`config.mk`:
```
export PLATFORM = sky130hd
export DESIGN_NAME = xmi_top
export DESIGN_NICKNAME = d
export VERILOG_FILES = /design/src/xmi_pkg.sv /design/src/xmi_cfg_if.sv /design/src/xmi_decode.sv /design/src/xmi_top.sv
export SDC_FILE = /design/constraint.sdc
export NUM_CORES = 1
export LEC_CHECK = 0
export BUFFER_PORTS_ARGS = -buffer_cell sky130_fd_sc_hd__buf_2
export CORE_UTILIZATION = 53
export DETAILED_ROUTE_END_ITERATION = 16
export PLACE_DENSITY = 0.87
export SETUP_SLACK_MARGIN = 0.05
export SYNTH_ARGS = -nofsm -noshare
export SYNTH_HDL_FRONTEND = slang
export SYNTH_HIERARCHICAL = 1
export SYNTH_SLANG_ARGS = --single-unit
```
`constraint.sdc`:
```
create_clock -name clock_in -period 7.2 [get_ports clock_in]
set_input_delay 1.44 -clock clock_in [delete_from_list [all_inputs] [get_ports clock_in]]
set_output_delay 1.44 -clock clock_in [all_outputs]
set_load 0.005 [all_outputs]
```
`src/xmi_pkg.sv`:
```
// Package for the external memory bus interface: constants and types.
// Assumes a 16-bit data address space and an 8-bit data path.
package xmi_pkg;
	localparam int XMI_ADDR_W      = 16;
	localparam int XMI_DATA_W      = 8;
	localparam int XMI_HI_W        = 8;
	// Default end of internal data memory (last internal address + 1)
	localparam logic [15:0] XMI_INT_TOP_RST = 16'h2200;
	// Wait-state codes, two bits each
	localparam logic [1:0] XMI_WS_NONE = 2'h0;
	localparam logic [1:0] XMI_WS_MAX  = 2'h3;
	// Field positions inside the configuration words
	localparam int XMI_CFG_ENABLE  = 7;
	localparam int XMI_CFG_KEEPER  = 7;
	localparam logic [7:0] XMI_CTRL_A_RST = 8'h00;
	localparam logic [7:0] XMI_CTRL_B_RST = 8'h00;

	typedef enum logic [4:0] {
		XMI_IDLE  = 5'b00001,
		XMI_ADDR  = 5'b00010,
		XMI_WAIT  = 5'b00100,
		XMI_DATA  = 5'b01000,
		XMI_END   = 5'b10000
	} xmi_state_e;
endpackage : xmi_pkg

```
`src/xmi_cfg_if.sv`:
```
// Interface carrying decoded configuration between top and decoder.
// Assumes driver is the top module and consumer is the decoder.
`timescale 1ns/1ps
interface xmi_cfg_if;
	logic [15:0] addr;
	logic [15:0] sector_limit;
	logic [1:0]  ws_lower;
	logic [1:0]  ws_upper;
	logic [15:0] int_top;
	logic        enable;
	logic        is_ext;
	logic [1:0]  ws_sel;
	modport top (output addr, sector_limit, ws_lower, ws_upper, int_top,
		enable, input is_ext, ws_sel);
	modport dec (input addr, sector_limit, ws_lower, ws_upper, int_top,
		enable, output is_ext, ws_sel);
endinterface : xmi_cfg_if

```
`src/xmi_decode.sv`:
```
// Address decoder: internal/external and per-sector wait-state pick.
// Assumes configuration is stable during an access.
`timescale 1ns/1ps
module xmi_decode
	import xmi_pkg::*;
(
	xmi_cfg_if.dec cfg
);
	always_comb begin
		// Never aliases onto internal memory when disabled
		cfg.is_ext = cfg.enable && (cfg.addr >= cfg.int_top);
		if (cfg.addr >= cfg.sector_limit) begin
			cfg.ws_sel = cfg.ws_upper;
		end else begin
			cfg.ws_sel = cfg.ws_lower;
		end
	end
endmodule : xmi_decode

```
`src/xmi_top.sv`:
```
// External memory bus interface top: strobes, muxed bus, pin override.
// Assumes the CPU holds req_in, addr_in, wdata_in until done_out pulses.
//
// Operation
// - Low address byte first, then data, on one eight-bit muxed bus.
// - Upper address byte on dedicated lines; number of lines selectable.
// - Low address valid on muxed bus when latch strobe falls.
// - Latch strobe stays low for the whole data phase.
// - Address decides internal or external; external drives pins.
// - Internal access may show bus activity but read/write strobes stay high.
// - Enabled interface overrides direction of its dedicated pins.
// - Disabled interface returns pins to ordinary port value and direction.
// - Disabled: addresses above internal memory do not alias inside.
// - Enabled: space beyond internal memory reached through external pins.
// - Four wait-state settings, one with no wait state.
// - External space split into two sectors, each own wait setting.
// - Optional bus keepers on muxed lines, software switched.
// - Interface enabled only by the enable bit of control word A.
// - External access takes one extra cycle per wait state, and no extra cycle with none.
// - Enabled keeper holds last driven muxed value while undriven.
// - Final latch pulse only when the next access also targets RAM.
`timescale 1ns/1ps
module xmi_top
	import xmi_pkg::*;
#(
	parameter int HI_W = XMI_HI_W
)(
	input  wire logic              clock_in,
	input  wire logic              nrst_in,
	input  wire logic [7:0]        ext_mem_ctrl_a_in,
	input  wire logic [7:0]        ext_mem_ctrl_b_in,
	input  wire logic [15:0]       sector_limit_in,
	input  wire logic [1:0]        ws_lower_in,
	input  wire logic [1:0]        ws_upper_in,
	input  wire logic [3:0]        hi_release_in,
	input  wire logic [15:0]       int_top_in,
	input  wire logic              req_in,
	input  wire logic              we_in,
	input  wire logic [15:0]       addr_in,
	input  wire logic [7:0]        wdata_in,
	input  wire logic              next_ram_in,
	input  wire logic [7:0]        port_lo_val_in,
	input  wire logic [7:0]        port_lo_dir_in,
	input  wire logic [HI_W-1:0]   port_hi_val_in,
	input  wire logic [HI_W-1:0]   port_hi_dir_in,
	input  wire logic [7:0]        muxed_low_bus_in,
	output logic [7:0]             muxed_low_bus_out,
	output logic [7:0]             muxed_low_bus_oe_out,
	output logic                   muxed_keeper_out,
	output logic [HI_W-1:0]        upper_addr_lines_out,
	output logic [HI_W-1:0]        upper_addr_lines_oe_out,
	output logic                   ale_out,
	output logic                   rd_n_out,
	output logic                   wr_n_out,
	output logic                   ext_out,
	output logic                   done_out,
	output logic [7:0]             rdata_out,
	output logic                   off_chip_enable_bit_out
);
	xmi_cfg_if cfg ();

	xmi_state_e   state;
	logic [1:0]   wait_cnt;
	logic         acc_ext;
	logic         acc_we;
	logic [15:0]  acc_addr;
	logic [7:0]   acc_wdata;
	logic         bus_drive;
	logic [7:0]   bus_q;
	logic [7:0]   keep_q;
	logic         enable;
	logic [HI_W-1:0] hi_mask;

	assign enable = ext_mem_ctrl_a_in[XMI_CFG_ENABLE];
	assign off_chip_enable_bit_out = enable;
	assign muxed_keeper_out = enable && ext_mem_ctrl_b_in[XMI_CFG_KEEPER];

	assign cfg.addr         = addr_in;
	assign cfg.sector_limit = sector_limit_in;
	assign cfg.ws_lower     = ws_lower_in;
	assign cfg.ws_upper     = ws_upper_in;
	assign cfg.int_top      = int_top_in;
	assign cfg.enable       = enable;

	xmi_decode u_dec (
		.cfg (cfg)
	);

	function automatic logic [HI_W-1:0] hi_lines(input logic [3:0] rel);
		logic [HI_W-1:0] m;
		m = '1;
		for (int i = 0; i < HI_W; i++) begin
			if (i >= HI_W - int'(rel)) begin
				m[i] = 1'b0;
			end
		end
		return m;
	endfunction : hi_lines

	assign hi_mask = hi_lines(hi_release_in);

	// Access sequencer
	always_ff @(posedge clock_in or negedge nrst_in) begin
		if (!nrst_in) begin
			state     <= XMI_IDLE;
			wait_cnt  <= XMI_WS_NONE;
			acc_ext   <= 1'b0;
			acc_we    <= 1'b0;
			acc_addr  <= 16'h0000;
			acc_wdata <= 8'h00;
		end else begin
			case (state)
				XMI_IDLE: begin
					if (req_in && enable) begin
						acc_ext   <= cfg.is_ext;
						acc_we    <= we_in;
						acc_addr  <= addr_in;
						acc_wdata <= wdata_in;
						wait_cnt  <= cfg.ws_sel;
						state     <= XMI_ADDR;
					end
				end
				XMI_ADDR: begin
					state <= (acc_ext && wait_cnt != XMI_WS_NONE) ?
						XMI_WAIT : XMI_DATA;
				end
				XMI_WAIT: begin
					wait_cnt <= wait_cnt - 2'h1;
					if (wait_cnt == 2'h1) begin
						state <= XMI_DATA;
					end
				end
				XMI_DATA: begin
					state <= XMI_END;
				end
				XMI_END: begin
					state <= XMI_IDLE;
				end
				default: begin
					state <= XMI_IDLE;
				end
			endcase
		end
	end

	// Pin drivers
	always_ff @(posedge clock_in or negedge nrst_in) begin
		if (!nrst_in) begin
			ale_out   <= 1'b0;
			rd_n_out  <= 1'b1;
			wr_n_out  <= 1'b1;
			bus_q     <= 8'h00;
			bus_drive <= 1'b0;
			done_out  <= 1'b0;
			rdata_out <= 8'h00;
		end else begin
			done_out <= 1'b0;
			case (state)
				XMI_IDLE: begin
					// Latch gate opens while the address is put out
					ale_out   <= req_in && enable;
					bus_q     <= addr_in[7:0];
					bus_drive <= req_in && enable;
					rd_n_out  <= 1'b1;
					wr_n_out  <= 1'b1;
				end
				XMI_ADDR: begin
					ale_out   <= 1'b0;
					bus_drive <= acc_we;
					bus_q     <= acc_we ? acc_wdata : acc_addr[7:0];
					if (acc_ext && !(wait_cnt != XMI_WS_NONE)) begin
						rd_n_out <= acc_we;
						wr_n_out <= !acc_we;
					end else if (acc_ext) begin
						rd_n_out <= acc_we;
						wr_n_out <= !acc_we;
					end
				end
				XMI_WAIT: begin
					ale_out <= 1'b0;
				end
				XMI_DATA: begin
					ale_out  <= 1'b0;
					rd_n_out <= 1'b1;
					wr_n_out <= 1'b1;
					if (!acc_we) begin
						rdata_out <= muxed_low_bus_in;
					end
					done_out <= 1'b1;
				end
				XMI_END: begin
					// Trailing latch pulse only if RAM is touched next
					ale_out   <= next_ram_in;
					bus_drive <= 1'b0;
				end
				default: begin
					ale_out <= 1'b0;
				end
			endcase
		end
	end

	// Keeper remembers the last value seen on the muxed bus
	always_ff @(posedge clock_in or negedge nrst_in) begin
		if (!nrst_in) begin
			keep_q <= 8'h00;
		end else if (bus_drive) begin
			keep_q <= bus_q;
		end else begin
			keep_q <= muxed_low_bus_in;
		end
	end

	// Pin ownership and direction override
	always_comb begin
		if (enable) begin
			// Keeper is a weak hold outside the pad, never a driver
			muxed_low_bus_oe_out    = {8{bus_drive}};
			muxed_low_bus_out       = bus_drive ? bus_q : keep_q;
			upper_addr_lines_oe_out = hi_mask | (port_hi_dir_in & ~hi_mask);
			upper_addr_lines_out    = (acc_addr[15:16-HI_W] & hi_mask) |
				(port_hi_val_in & ~hi_mask);
		end else begin
			muxed_low_bus_oe_out    = port_lo_dir_in;
			muxed_low_bus_out       = port_lo_val_in;
			upper_addr_lines_oe_out = port_hi_dir_in;
			upper_addr_lines_out    = port_hi_val_in;
		end
	end

	assign ext_out = acc_ext && (state != XMI_IDLE);
endmodule : xmi_top
```
# Word-level counts from Yosys, hierarchy flattened
# Index checks and enable logic that the tools add are counted.
# totals
input_bits	125
ff_bits	62
out_inout_bits	47
# op_classes
reduce_logical	19
bitwise	7
muxes	32
add_sub_neg	2
n_eq_ne	10
n_lt_le_gt_ge	10
# ops
op	count
$mux W8	7
$ge A16 B16 Y1	2
$and A8 B8 Y8	3
$ge A4 B5 Y1 const A	4
$pmux W5 S4	1
$or A8 B8 Y8	2
$pmux W8 S2	1
$mux W1	13
$ge A3 B5 Y1 const A	2
$mux W5	2
$reduce_and A2 Y1	5
$not A8 Y8	1
$reduce_bool A2 Y1	4
$logic_and A1 B1 Y1	6
$pmux W1 S2	3
$eq A5 B1 Y1 const B	1
$eq A5 B2 Y1 const B	1
$eq A5 B3 Y1 const B	1
$eq A5 B4 Y1 const B	1
$eq A5 B5 Y1 const B	1
$ge A1 B5 Y1 const A	1
$ge A2 B5 Y1 const A	1
$ne A5 B1 Y1 const B	1
$sub A4 B4 Y5 const A	1
12 further kinds	15

# Depth between registers and ports, before layout
# Gate-level depths: netlist of the first run.
# logic_depth
ltp_word	7
ltp_mapped	10
mapped_depth_nobuf	10

# By module
# The synthesis of the first run kept the hierarchy.
# modules_own_cells
module	seq_area_each_um2	instances	area_per_inst_um2	cells_each
xmi_top	1555.2	1	3284.4	295
xmi_decode	0.0	1	823.3	109

# Least setup slack after synthesis of the first run
# No wires, ideal clock.
# synth_path
path_kind	input to output
start	input hi_release_in[0]
end	output upper_addr_lines_out[4]
arrival_ns	2.856
setup_slack_ns	2.904
cell_stages	7
path_cell_list	inv_1 -> ha_1 -> nor2b_2 -> a222oi_1 -> o211ai_1 -> a21oi_1 -> mux2_1
# synth_via
elab_chain_cells	7
# synth_lines
element	line_no	source
start: declaration	xmi_top.sv:35	input wire logic [3:0] hi_release_in,
$sub A4 B4 Y5 *	xmi_top.sv:93	if (i >= HI_W - int'(rel)) begin
$ge A4 B5 Y1 *	xmi_top.sv:93	
$mux W1 *	xmi_top.sv:93	
$not A8 Y8	xmi_top.sv:222	(port_hi_val_in & ~hi_mask);
$and A8 B8 Y8	xmi_top.sv:222	
$or A8 B8 Y8 *	xmi_top.sv:221	upper_addr_lines_out = (acc_addr[15:16-HI_W] & hi_mask) |
$mux W8 *	xmi_top.sv:216	if (enable) begin
end: declaration	xmi_top.sv:50	output logic [HI_W-1:0] upper_addr_lines_out,
# Mark *: on every way between the ends. The rest lies on a longest branch, timed or not.

# Worst setup path after layout of the first run
# Ends and elaborated chain as after synthesis.

==> results, run 1 <==
- The run finished with clean final reports.
- The maximum clock insertion buffer count is 2.
- The core area is around 7400 um^2.
- The initial detailed-routing violation count is 169.
- Of the total synthesized cell area, the portion taken by XOR and XNOR cells is less than 1%.
- Dividing the detail-routed wire length by the instance count gives about 15 um.
- After layout, the minimum clock period comes to roughly 5 ns.
- During I/O placement, the number of pins put on the boundary was 172.
- The Yosys step of the flow raised 6 warnings.
- The area fraction of the dominant cell type after synthesis is between 30% and 40%.
- The synthesized netlist net count is 566.
- The first-pass GRT wire length is ~17 mm.
- The power per cell area is 296.8 nW/um^2.
- At the pin with the least slew margin, the transition time is ~0.76 ns.
- The synthesized flop and latch total is 62.
- The H-tree was split into 3 levels.
- The placer congestion estimate is a little over 0.8.
- In this run the critical register-to-register path is launched from state[4]$_DFFE_PN0P_.
- Entering global routing, the biggest net connects 63 pins.
- The tree is rooted in a clkbuf_8.
- Max-cap violations in this run came to 0.
- For this design the static power due to leakage is ~2.7 nW.
- The number of cells on the worst reg-to-reg path is 5.
- The origin of the worst min-delay path is rdata_out[7]$_DFFE_PN0P_.
- The number of input and output port buffers inserted is roughly 160.
- The share of layout cells above drive strength 1 is 43.09%.
- The quantity of gates resized following cts is 0.
- Of all flip-flops after synthesis, the portion carrying an async set or reset was between 90% and 100%.
- Buffers inserted to repair hold after CTS numbered 0.
- The final count of pins violating max slew came to 0.
- Each instance of the synthesized netlist takes up on average 10.17 um^2.
- The setup slack of the most critical reg-to-reg path is ~5.1 ns.
- The critical path goes through buf_2 -> inv_1 -> ha_1 -> nor2b_2 -> a222oi_1 -> o211ai_1 -> a21oi_1 -> mux2_1 -> buf_2.
- The starting density of the core is a little under three fifths.
- Synthesis produced a netlist whose cell count is roughly 400.
- The worst slack at placement is about 2.4 ns.
- Setup repair after global routing left no endpoint under its margin.
- Across the routed clock network, the largest skew measured is 0.01296 ns.
- The die is between 90 and 100 um tall.
- In the global route stage, overall resource usage came out at around a quarter.
- The synthesized netlist contains 60 unique library cells.
- In this run the remaining antenna-violating nets after routing total 0.
- Clock-pin slew was measured on the worst setup and hold paths at approximately 0.070 ns.
- Leaving out fill and tap cells, the most frequent cell in the layout is buf_2.
- The layout-stage area growth over the synthesis result is 27.02%.
- The critical path is of the input port to output pin type.
- The TritonCTS clock tree is done.
- The number of clock buffers added by TritonCTS is 9.
- The total via count after detailed routing is around 3600.
- The initial antenna violation count is 0.
- The antenna cell count is 0.
- The data arrival time of the worst path is approximately 3.4 ns.
- The setup violation total in the final timing report is 0.
- After detailed routing, the number of remaining DRC violations is 0.
- VDD sags by at most about 130 uV.
- The worst setup path is launched from an input port.
- The most frequent cell on the critical path is buf_2.
- STA classifies the critical path endpoint as an output pin.
- The slowest library cell on the worst path is a222oi_1.
- The die is between 90 and 100 um wide.
- After detailed routing, the total wire length is around 9.8 mm.
- Sequential cells were found to cover around 38% of the synthesized design area.
- The first detailed-routing pass took 7 iterations.
- The number of endpoints with negative hold slack in the final report is 0.
- The tightest min-delay check is of the register to register type.
- The worst hold endpoint is rdata_out[7]$_DFFE_PN0P_.
- After layout, the worst path uses between 60% and 70% of the clock period.
- The family of cells with the greatest summed delay on the critical path is compound AO/OA/AOI/OAI gates.
- The adder-cell area share of the yosys netlist is about 11%.
- The total number of nets in the final design is between 700 and 800.
- Detailed placement finished with a half-perimeter wire length of just under 8 mm.
- The total clock sinks is between 60 and 70.
- Tracing the worst setup path back leads to its startpoint at hi_release_in[0].
- In the post-route analysis, the smallest setup slack over all paths is between 2 and 2.5 ns.
- Of all nets on the critical path, the largest fanout is 8.
- For the worst setup path, the data required time is about 5.8 ns.
- The number of buffers and inverters on the critical path is 3.
- Static timing analysis puts the maximum clock frequency at between 200 and 250 MHz.
- The portion of synthesized area spent on multiplexers is a little under a fifth.
- The maximum single-stage delay on the critical path is ~0.39 ns.
- The combinational family with the most area after synthesis is multiplexers.
- In the layout the commonest cells are buf_2, dfrtp_1, mux2_2.
- The worst pin sits at a relative slew slack of between 40 and 50%.
- dfrtp_1 takes more of the synthesized area than any other cell.
- The endpoint identified for the worst register-to-register timing path is acc_wdata[0]$_DFFE_PN0P_.
- After Yosys synthesis, and, or, nand and nor cells account for between 10% and 20% of the synthesized area.
- The area fraction in compound gates after synthesis is 13.13%.
- Among all flip-flop cells after synthesis, the most frequent one is dfrtp_1.
- The number of instances on the worst hold path is 1.
- By area the synthesized netlist is led by dfrtp_1, mux2_2, ha_1.
- The synthesized netlist occupies a cell area of 4108 um^2.
- The count of flip-flops with a built-in enable after synthesis is 0.
- Summed over all layers, the global routing overflow is 0.
- Row generation in the floorplan step produced 31 rows.
- The via count normalized by instance count is around 5.5.
- The buffers inserted during post-CTS setup optimization is 0.
- The die covers just over 8000 um^2.
- The number of global-route vias before repair came to 3528.
- The sum of negative setup slack is 0 ns.
- The later pin in the worst-skew pair is clocked with a latency of 0.34 ns.
[cells in the mapped netlist, drive strengths merged (2+ instances only)]
cell,count
clkbuf,3
o21ai,21
a21o,8
ha,37
o2bb2ai,2
and2,3
and3,2
mux2,52
nand3b,3
nor3,8
nand4,3
buf,12
nand2,18
dfstp,3
a221o,8
o311ai,2
a222oi,2
nand2b,6
nor2,30
nor2b,9
or2,4
inv,46
o2111ai,2
dfrtp,59
mux2i,16
a21oi,21
nor3b,4
o211ai,3
[report_power, final]
part	internal (W)	total (W)	switching, W
clock	0.000266	0.000407	0.000140
sequential	0.000502	0.000626	0.000124
combinational	0.000292	0.000516	0.000223
[final cells by class]
class                      count  area, um^2
multi-input combinational    281        2297
tap                           99       123.9
clock buffer                   9       123.9
sequential                    62        1555
inverter                      46       172.7
clock inverter                 7       143.9
fill                         596        2152
timing repair buffer         159       800.8
[sequential cells by signal, summed over array words and instances (netlist names)]
signal     flops
acc_addr      16
acc_wdata      8
bus_q          8
keep_q         8
rdata_out      8
state          5
wait_cnt       2
acc_ext        1
acc_we         1
ale_out        1
bus_drive      1
done_out       1
rd_n_out       1
wr_n_out       1
[kinds of logic (layout without fill, tap and decap cells)]
family | count (synthesis) | in the layout
buf+inv | 61 | 221
xor+xnor | 2 | 2
flops | 62 | 62
simple gates | 94 | 94
mux | 68 | 68
compound gates | 80 | 80
fa+ha+maj | 37 | 37
[how the worst max path moves through the flow]
stage / to / depth (start not counted)
finish: upper_addr_lines_out[4] / 9
detailed placement: upper_addr_lines_out[4] / 9
CTS: upper_addr_lines_out[4] / 9
global placement: upper_addr_lines_out[4] / 9
global route: upper_addr_lines_out[4] / 9
floorplan: upper_addr_lines_out[4] / 7
[metal layers]
metal | vias to the layer above | GRT usage [%] | part of all wire, % | routed length (um)
met1 | 1743 | 31.09 | 40 | 3968
met5 | - | 0 | 0 | 0
met4 | 0 | 8.333 | 1.3 | 127
li1 | 1738 | - | - | -
met3 | 12 | 4.653 | 5.8 | 573
met2 | 145 | 44.34 | 52 | 5145
[per-stage QoR]
step                      cells  utilization (%)   power, W  cell area, um^2  hold slack, ns
after floorplan             404                -  0.0009645             4108          0.4732
after global placement      647            67.16   0.001111             4950          0.4837
after detailed placement    647            67.16   0.001145             4950          0.4871
after CTS                   663            70.80   0.001557             5218          0.5031
after global routing        663            70.80   0.001648             5218          0.5296
final                       663            70.80   0.001549             5218          0.5043
Power figures use the tool's default switching activity.
==> run 2, diff against run 1 <==
--- a/config.mk
+++ b/config.mk
@@ -6,9 +6,9 @@
 export NUM_CORES = 1
 export LEC_CHECK = 0
 export BUFFER_PORTS_ARGS = -buffer_cell sky130_fd_sc_hd__buf_2
-export CORE_UTILIZATION = 53
+export CORE_UTILIZATION = 44
 export DETAILED_ROUTE_END_ITERATION = 16
-export PLACE_DENSITY = 0.87
+export PLACE_DENSITY = 0.77
 export SETUP_SLACK_MARGIN = 0.05
 export SYNTH_ARGS = -nofsm -noshare
 export SYNTH_HDL_FRONTEND = slang
==> constraint.sdc (replaced) <==
create_clock -name clock_in -period 3.9 [get_ports clock_in]
set_input_delay 0.78 -clock clock_in [delete_from_list [all_inputs] [get_ports clock_in]]
set_output_delay 0.78 -clock clock_in [all_outputs]
set_load 0.005 [all_outputs]
==> run 2 against run 1 <==
  * Combinational power is 84% higher
  * Die area is 20% higher
  * Worst hold slack better by 0.0031 ns
  * Global-route usage is 3.8 points lower
  * Flip-flop and latch count stayed put
  * Wire length is 1.0% higher
  * Largest cell class unchanged
  * First-iteration DRC count is 30% lower
==> results, run 2 (same netlist as run 1, synthesis figures left out) <==
- The number of global-route vias before repair was ~3500.
- The register with the most flip-flops is acc_addr.
- The initial antenna violation count came to 0.
- In this run the critical register-to-register path is launched from state[4]$_DFFE_PN0P_.
- The endpoint type of the worst setup path is an output pin.
- The cell depth of the worst flop-to-flop path is 5.
- The placed instance area is 4969 um^2.
- The overall global routing resource usage is ~21%.
- The clock tree skew after final layout is around 0.0096 ns.
- For this run the aggregate overflow at the end of global routing stands at 0.
- The floorplan step set the die height to around 99 um.
- Including well taps, the total number of placed cells is around 660.
- Based on the critical path, the design can be clocked at up to 286.9 MHz.
- For this configuration, the core starts out at a cell density of 46.20%.
- The cell at the root of the clock tree is clkbuf_8.
- The clock period minus final worst setup slack is between 3 and 4 ns.
- The critical path ends at upper_addr_lines_out[4].
- Post-CTS repair changed the size of 0 cells.
- For this design the static power due to leakage is 2.717 nW.
- The post-detailed-route DRC marker count is 0.
- The type of the tightest min-delay check is register to register.
- Of the cells placed in the final design, the portion with a size suffix greater than 1 is between 40% and 50%.
- The wire-length estimate of the detail-placed layout is 7.846 mm.
- After clock tree synthesis, the clock-pin slew on the worst setup and hold paths is about 0.07 ns.
- The layout-stage area growth over the synthesis result is 26.50%.
- Setup violations remaining at the end of the flow were counted as 0.
- The pre-antenna-repair detailed-routing pass consisted of 4 iterations.
- The maximum number of pins on one net before global-route repair is 52.
- For this block, the via count after detailed routing is between 3000 and 4000.
- Input and output buffers added on the ports amount to between 150 and 200.
- The TritonCTS clock tree is done.
- The capture point of the worst reg-to-reg path is acc_addr[2]$_DFFE_PN0P_.
- The initial detailed-routing violation count is 118.
- The hold-fix buffer count after cts is 0.
- The congestion estimate from routability-driven global placement came to about 0.87.
- The total die area is just under 10000 um^2.
- In this run the worst path has a maximum fanout of 8.
- Power spread over the standard cell area amounts to around 530 nW/um^2.
- The antenna cell count is 0.
- The final count of pins violating max slew is 0.
- For the pin with the worst max-slew slack, the measured transition is 1.107 ns.
- The setup slack of the most critical reg-to-reg path is approximately 1.8 ns.
- The floorplan row count is 34.
- Setup repair after global routing left no endpoint under its margin.
- The core region is 8891 um^2.
- The type of the worst setup path is input port to output pin.
- The number of endpoints with negative hold slack in the final report came to 0.
- The ratio of final minimum period to clock period is between 80 and 90%.
- The detail route stage leaves a number of antenna-violating nets equal to 0.
- At the end of the flow the core is filled with cells to 58.44%.
- The total clock sinks is between 60 and 70.
- At the later pin of the worst-skew pair, clock insertion delay measures between 0.3 and 0.4 ns.
- In this run the deepest clock path goes through 2 buffers.
- The post-detailed-route wirelength per cell is 14.73 um.
- In this run, CTS created clock tree buffers numbering 9.
- The width of the chip is between 90 and 100 um.
- The largest voltage drop on the vdd net is roughly 250 uV.
- The count of cells in the finished layout, fillers not included, comes to around 670.
- The number of flip-flops in the largest register is 16.
- The critical path starts at hi_release_in[0].
- The buffers inserted during post-CTS setup optimization is 0.
- The worst pin sits at a relative slew slack of a little over a quarter.
- The most common cell after layout, fill and taps aside is buf_2.
- The final layout contains 722 nets.
- Leaving out fill and tap cells, the most frequent cells in the layout are buf_2, dfrtp_1, mux2_2.
- The number of top-level design ports is between 150 and 200.
- After routing, the total negative slack on setup checks comes to 0 ns.
- The first global-routing pass estimated ~16 mm of wire.
- The data arrival time of the worst path is ~2.7 ns.
- The number of max-cap violations is 0.
- For the worst setup path, the data required time is ~3.1 ns.
- The post-route standard cell area excluding fillers is around 5200 um^2.
- STA classifies the critical path startpoint as an input port.
- The H-tree generated during clock tree synthesis spans 3 levels.
- The via count normalized by instance count is around 5.3.
- The flow ran to the end, and the final reports show no timing, DRC or antenna violations.
- The total wire length after detailed routing is about 9.9 mm.
[run 2: worst min-delay path by stage]
stage | from | endpoint | slack, ns | cells past startpoint
final | rdata_out[7]$_DFFE_PN0P_ | rdata_out[7]$_DFFE_PN0P_ | 0.51 | 1
after global placement | rdata_out[2]$_DFFE_PN0P_ | rdata_out[2]$_DFFE_PN0P_ | 0.48 | 1
after CTS | rdata_out[4]$_DFFE_PN0P_ | rdata_out[4]$_DFFE_PN0P_ | 0.51 | 1
after global routing | acc_addr[3]$_DFFE_PN0P_ | acc_addr[3]$_DFFE_PN0P_ | 0.52 | 1
after floorplan | acc_addr[14]$_DFFE_PN0P_ | acc_addr[14]$_DFFE_PN0P_ | 0.47 | 1
after detailed placement | rdata_out[4]$_DFFE_PN0P_ | rdata_out[4]$_DFFE_PN0P_ | 0.49 | 1
[run 2: critical path, stage by stage]
cell and delay (ns):
buf_2 0.14, inv_1 0.09, ha_1 0.31, nor2b_2 0.23
a222oi_1 0.35, o211ai_1 0.13, a21oi_1 0.20, mux2_1 0.34
buf_2 0.13
[run 2: metrics by stage]
step / hold WS (ns) / total power (W) / setup WS (ns)
after CTS: 0.5080 / 0.002768 / 0.4438
final: 0.5074 / 0.002745 / 0.4146
after detailed placement: 0.4914 / 0.002111 / 0.4575
after global routing: 0.5229 / 0.002940 / 0.2825
after floorplan: 0.4732 / 0.001781 / 0.9238
after global placement: 0.4837 / 0.002067 / 0.5218
[run 2: metal layers]
metal	track usage [%]	share of wire (%)	vias up
li1	-	-	1747
met1	26.25	43	1664
met2	38.41	51	120
met3	3.830	4.7	9
met4	6.774	1.3	0
met5	0	0	-
[run 2: cell type report]
type / instances / area [um^2]
clock buffer: 9 / 123.9
clock inverter: 7 / 103.9
fill: 774 / 3695
inverter: 46 / 172.7
multi-input combinational: 281 / 2297
sequential: 62 / 1555
tap: 108 / 135.1
timing repair buffer: 160 / 808.3
[run 2: report_power, final]
part	switching (W)	internal (W)	leakage, nW
logic	0.000407	0.000541	1.86
clock network	0.000278	0.000369	0.115
registers	0.000224	0.000926	0.741
==> run 3, diff against run 2 <==
--- a/config.mk
+++ b/config.mk
@@ -6,6 +6,7 @@
 export NUM_CORES = 1
 export LEC_CHECK = 0
 export BUFFER_PORTS_ARGS = -buffer_cell sky130_fd_sc_hd__buf_2
+export CAP_MARGIN = 10
 export CORE_UTILIZATION = 44
 export DETAILED_ROUTE_END_ITERATION = 16
 export PLACE_DENSITY = 0.77
==> constraint.sdc (replaced) <==
create_clock -name clock_in -period 3.9 [get_ports clock_in]
set_input_delay 0.78 -clock clock_in [delete_from_list [all_inputs] [get_ports clock_in]]
set_output_delay 0.78 -clock clock_in [all_outputs]
set_load 0.01 [all_outputs]
==> run 3 against run 2 <==
  * Sequential share of layout area about the same
  * Maximum frequency is 0.73% higher
  * Clock skew hardly changed
  * Largest cell class unchanged
  * Clock power is 11% lower
  * Core utilization hardly changed
  * Critical path depth unchanged
  * Flip-flop and latch count unchanged
  * Final area barely moved
  * Combinational power up 4.2%
  * Power shrank 1.2%
==> results, run 3 (same netlist as run 1, synthesis figures left out) <==
- The flow ran to the end, and the final reports show no timing, DRC or antenna violations.
- The number of antenna diodes in the final layout is 0.
- After clock tree synthesis, the flow added hold-fix buffers numbering 0.
- The initial antenna violation count is 0.
- The number of global-route vias before repair came to around 3500.
- The via count normalized by instance count is 5.318.
- The height of the chip is 98.62 um.
- Summed over all cells, the static leakage comes to 2.712 nW.
- The min-delay analysis places its worst path in the category input port to async pin.
- The clock latency on the worst-skew pair is 0.34 ns.
- The type of the worst setup path is input port to output pin.
- TritonCTS built the clock tree.
- The overflow left after global routing is 0.
- The number of endpoints with negative hold slack in the final report is 0.
- The cell at the root of the clock tree is clkbuf_8.
- Post-CTS timing repair inserted 0 buffers for setup.
- The total wire length after detailed routing is between 9 and 10 mm.
- Power comes to approximately 0.0027 W.
- The post-route netlist has 43.29% of its cells at a drive strength greater than 1.
- The most common cell after layout, fill and taps aside is buf_2.
- The worst pin sits at a relative slew slack of 47.69%.
- The total number of nets in the final design is 723.
- The ratio of final minimum period to clock period is around nine tenths.
- The largest driver fanout on the critical path is 8.
- The library cells used most frequently in the layout, excluding fill and tap cells, are buf_2, dfrtp_1, mux2_2.
- The post-detailed-route DRC marker count is 0.
- The transition time of the tightest slew-check pin is approximately 0.78 ns.
- Summed over all failing endpoints, the final setup total negative slack is 0 ns.
- The final worst hold slack is about 0.32 ns.
- The core area is about 8900 um^2.
- The floorplan step defined a die boundary enclosing 9726 um^2.
- VDD sags by at most around 270 uV.
- The power per cell area is ~520 nW/um^2.
- For the worst flop-to-flop path, the logic depth is 5.
- The first-pass GRT wire length is around 16 mm.
- After clock tree synthesis, the clock-pin slew on the worst setup and hold paths is about 0.080 ns.
- The overall global routing resource usage is between 20% and 30%.
- Summing over every cut layer, the via total after detailed routing is 3584.
- The number of flip-flops in the largest register is 16.
- The post-route antenna net violation count is 0.
- In the final routed layout, each cell accounts on average for between 10 and 15 um.
- Including well taps, the total number of placed cells is around 660.
- For this block, the initial DRC count from the detailed router was around 140.
- The setup violation total in the final timing report is 0.
- The maximum clock insertion buffer count is 2.
- The final count of pins violating max slew was 0.
- The startpoint of the worst-slack reg-to-reg timing path is state[1]$_DFFE_PN0P_.
- The clock period minus final worst setup slack is about 3.5 ns.
- The floorplan row count is 34.
- Max-cap violations in this run came to 0.
- The data arrival time of the worst path is around 2.7 ns.
- In this run the critical register-to-register path is captured at acc_wdata[0]$_DFFE_PN0P_.
- In this run the register-to-register setup slack is between 1.5 and 2 ns.
- Setup repair after global routing left no endpoint under its margin.
- The first detailed-routing pass took 4 iterations.
- The final instance count without filler cells is between 600 and 700.
- The width of the chip is between 90 and 100 um.
- The number of H-tree levels is 3.
- The endpoint type of the worst setup path is an output pin.
- The number of clock buffers added by TritonCTS is 9.
- STA classifies the critical path startpoint as an input port.
- The layout-stage area growth over the synthesis result is 26.44%.
- Detailed placement ended at an HPWL of between 7 and 8 mm.
- The count of filler cells inserted in the layout is approximately 750.
- The quantity of gates resized following cts is 0.
- Ranked by flip-flop count, first place goes to acc_addr.
- Buffers placed on the I/O ports in this run total 157.
- The maximum number of pins on one net before global-route repair is 52.
- For this design, the sink count on the clock tree is 62.
- The initial utilization of the core area, before any placement, comes to a little under half.
- The fmax is a little under 300 MHz.
- The placer congestion estimate is a little under 0.9.
- The number of top-level design ports is about 170.
- Data on the critical path is required at its endpoint by between 3 and 4 ns.
- The clock tree skew after final layout is slightly above 0.009 ns.
==> run 3: how the worst max path moves through the flow <==
stage	from	to	slack, ns
2_1_floorplan	hi_release_in[0]	upper_addr_lines_out[4]	0.89
3_3_place_gp	hi_release_in[0]	upper_addr_lines_out[4]	0.51
3_5_place_dp	hi_release_in[0]	upper_addr_lines_out[4]	0.45
4_1_cts	hi_release_in[0]	upper_addr_lines_out[4]	0.45
5_1_grt	hi_release_in[0]	upper_addr_lines_out[4]	0.30
6_report	hi_release_in[0]	upper_addr_lines_out[4]	0.44
==> run 3: worst max-delay path, cell delays in order <==
cell and delay, ns:
buf_2 0.15, inv_1 0.09, ha_1 0.30, nor2b_2 0.22
a222oi_1 0.35, o211ai_1 0.13, a21oi_1 0.19, mux2_1 0.33
buf_2 0.14
==> run 3: layer usage <==
layer | global-route usage (%) | share of wire (%)
met5 | 0 | 0
met4 | 7.348 | 1.6
met3 | 3.617 | 4.8
met2 | 36.29 | 50
met1 | 26.74 | 44
==> run 3: stage by stage <==
stage | utilization, % | cell area [um^2] | worst slack [ns]
floorplan | - | 4108 | 0.8918
global placement | 55.88 | 4969 | 0.5097
detailed placement | 55.88 | 4969 | 0.4525
CTS | 58.19 | 5174 | 0.4534
global route | 58.42 | 5194 | 0.2962
finish | 58.42 | 5194 | 0.4398
==> run 3: area by class of cell <==
type	instances	area, um^2	area share, %
Inverter	46	172.7	3.325
Clock inverter	7	81.33	1.566
Timing Repair Buffer	161	828.3	15.95
Clock buffer	9	123.9	2.385
Sequential cell	62	1555	29.94
Tap cell	108	135.1	2.602
Multi-Input combinational cell	281	2297	44.23
==> run 3: power by group <==
group          leakage [nW]  total (W)  internal [W]  switching [W]
Combinational          1.87   0.000987      0.000544       0.000443
Clock                 0.100   0.000577      0.000302       0.000275
Sequential            0.741    0.00115      0.000926       0.000220
Total                  2.71    0.00271       0.00177       0.000937
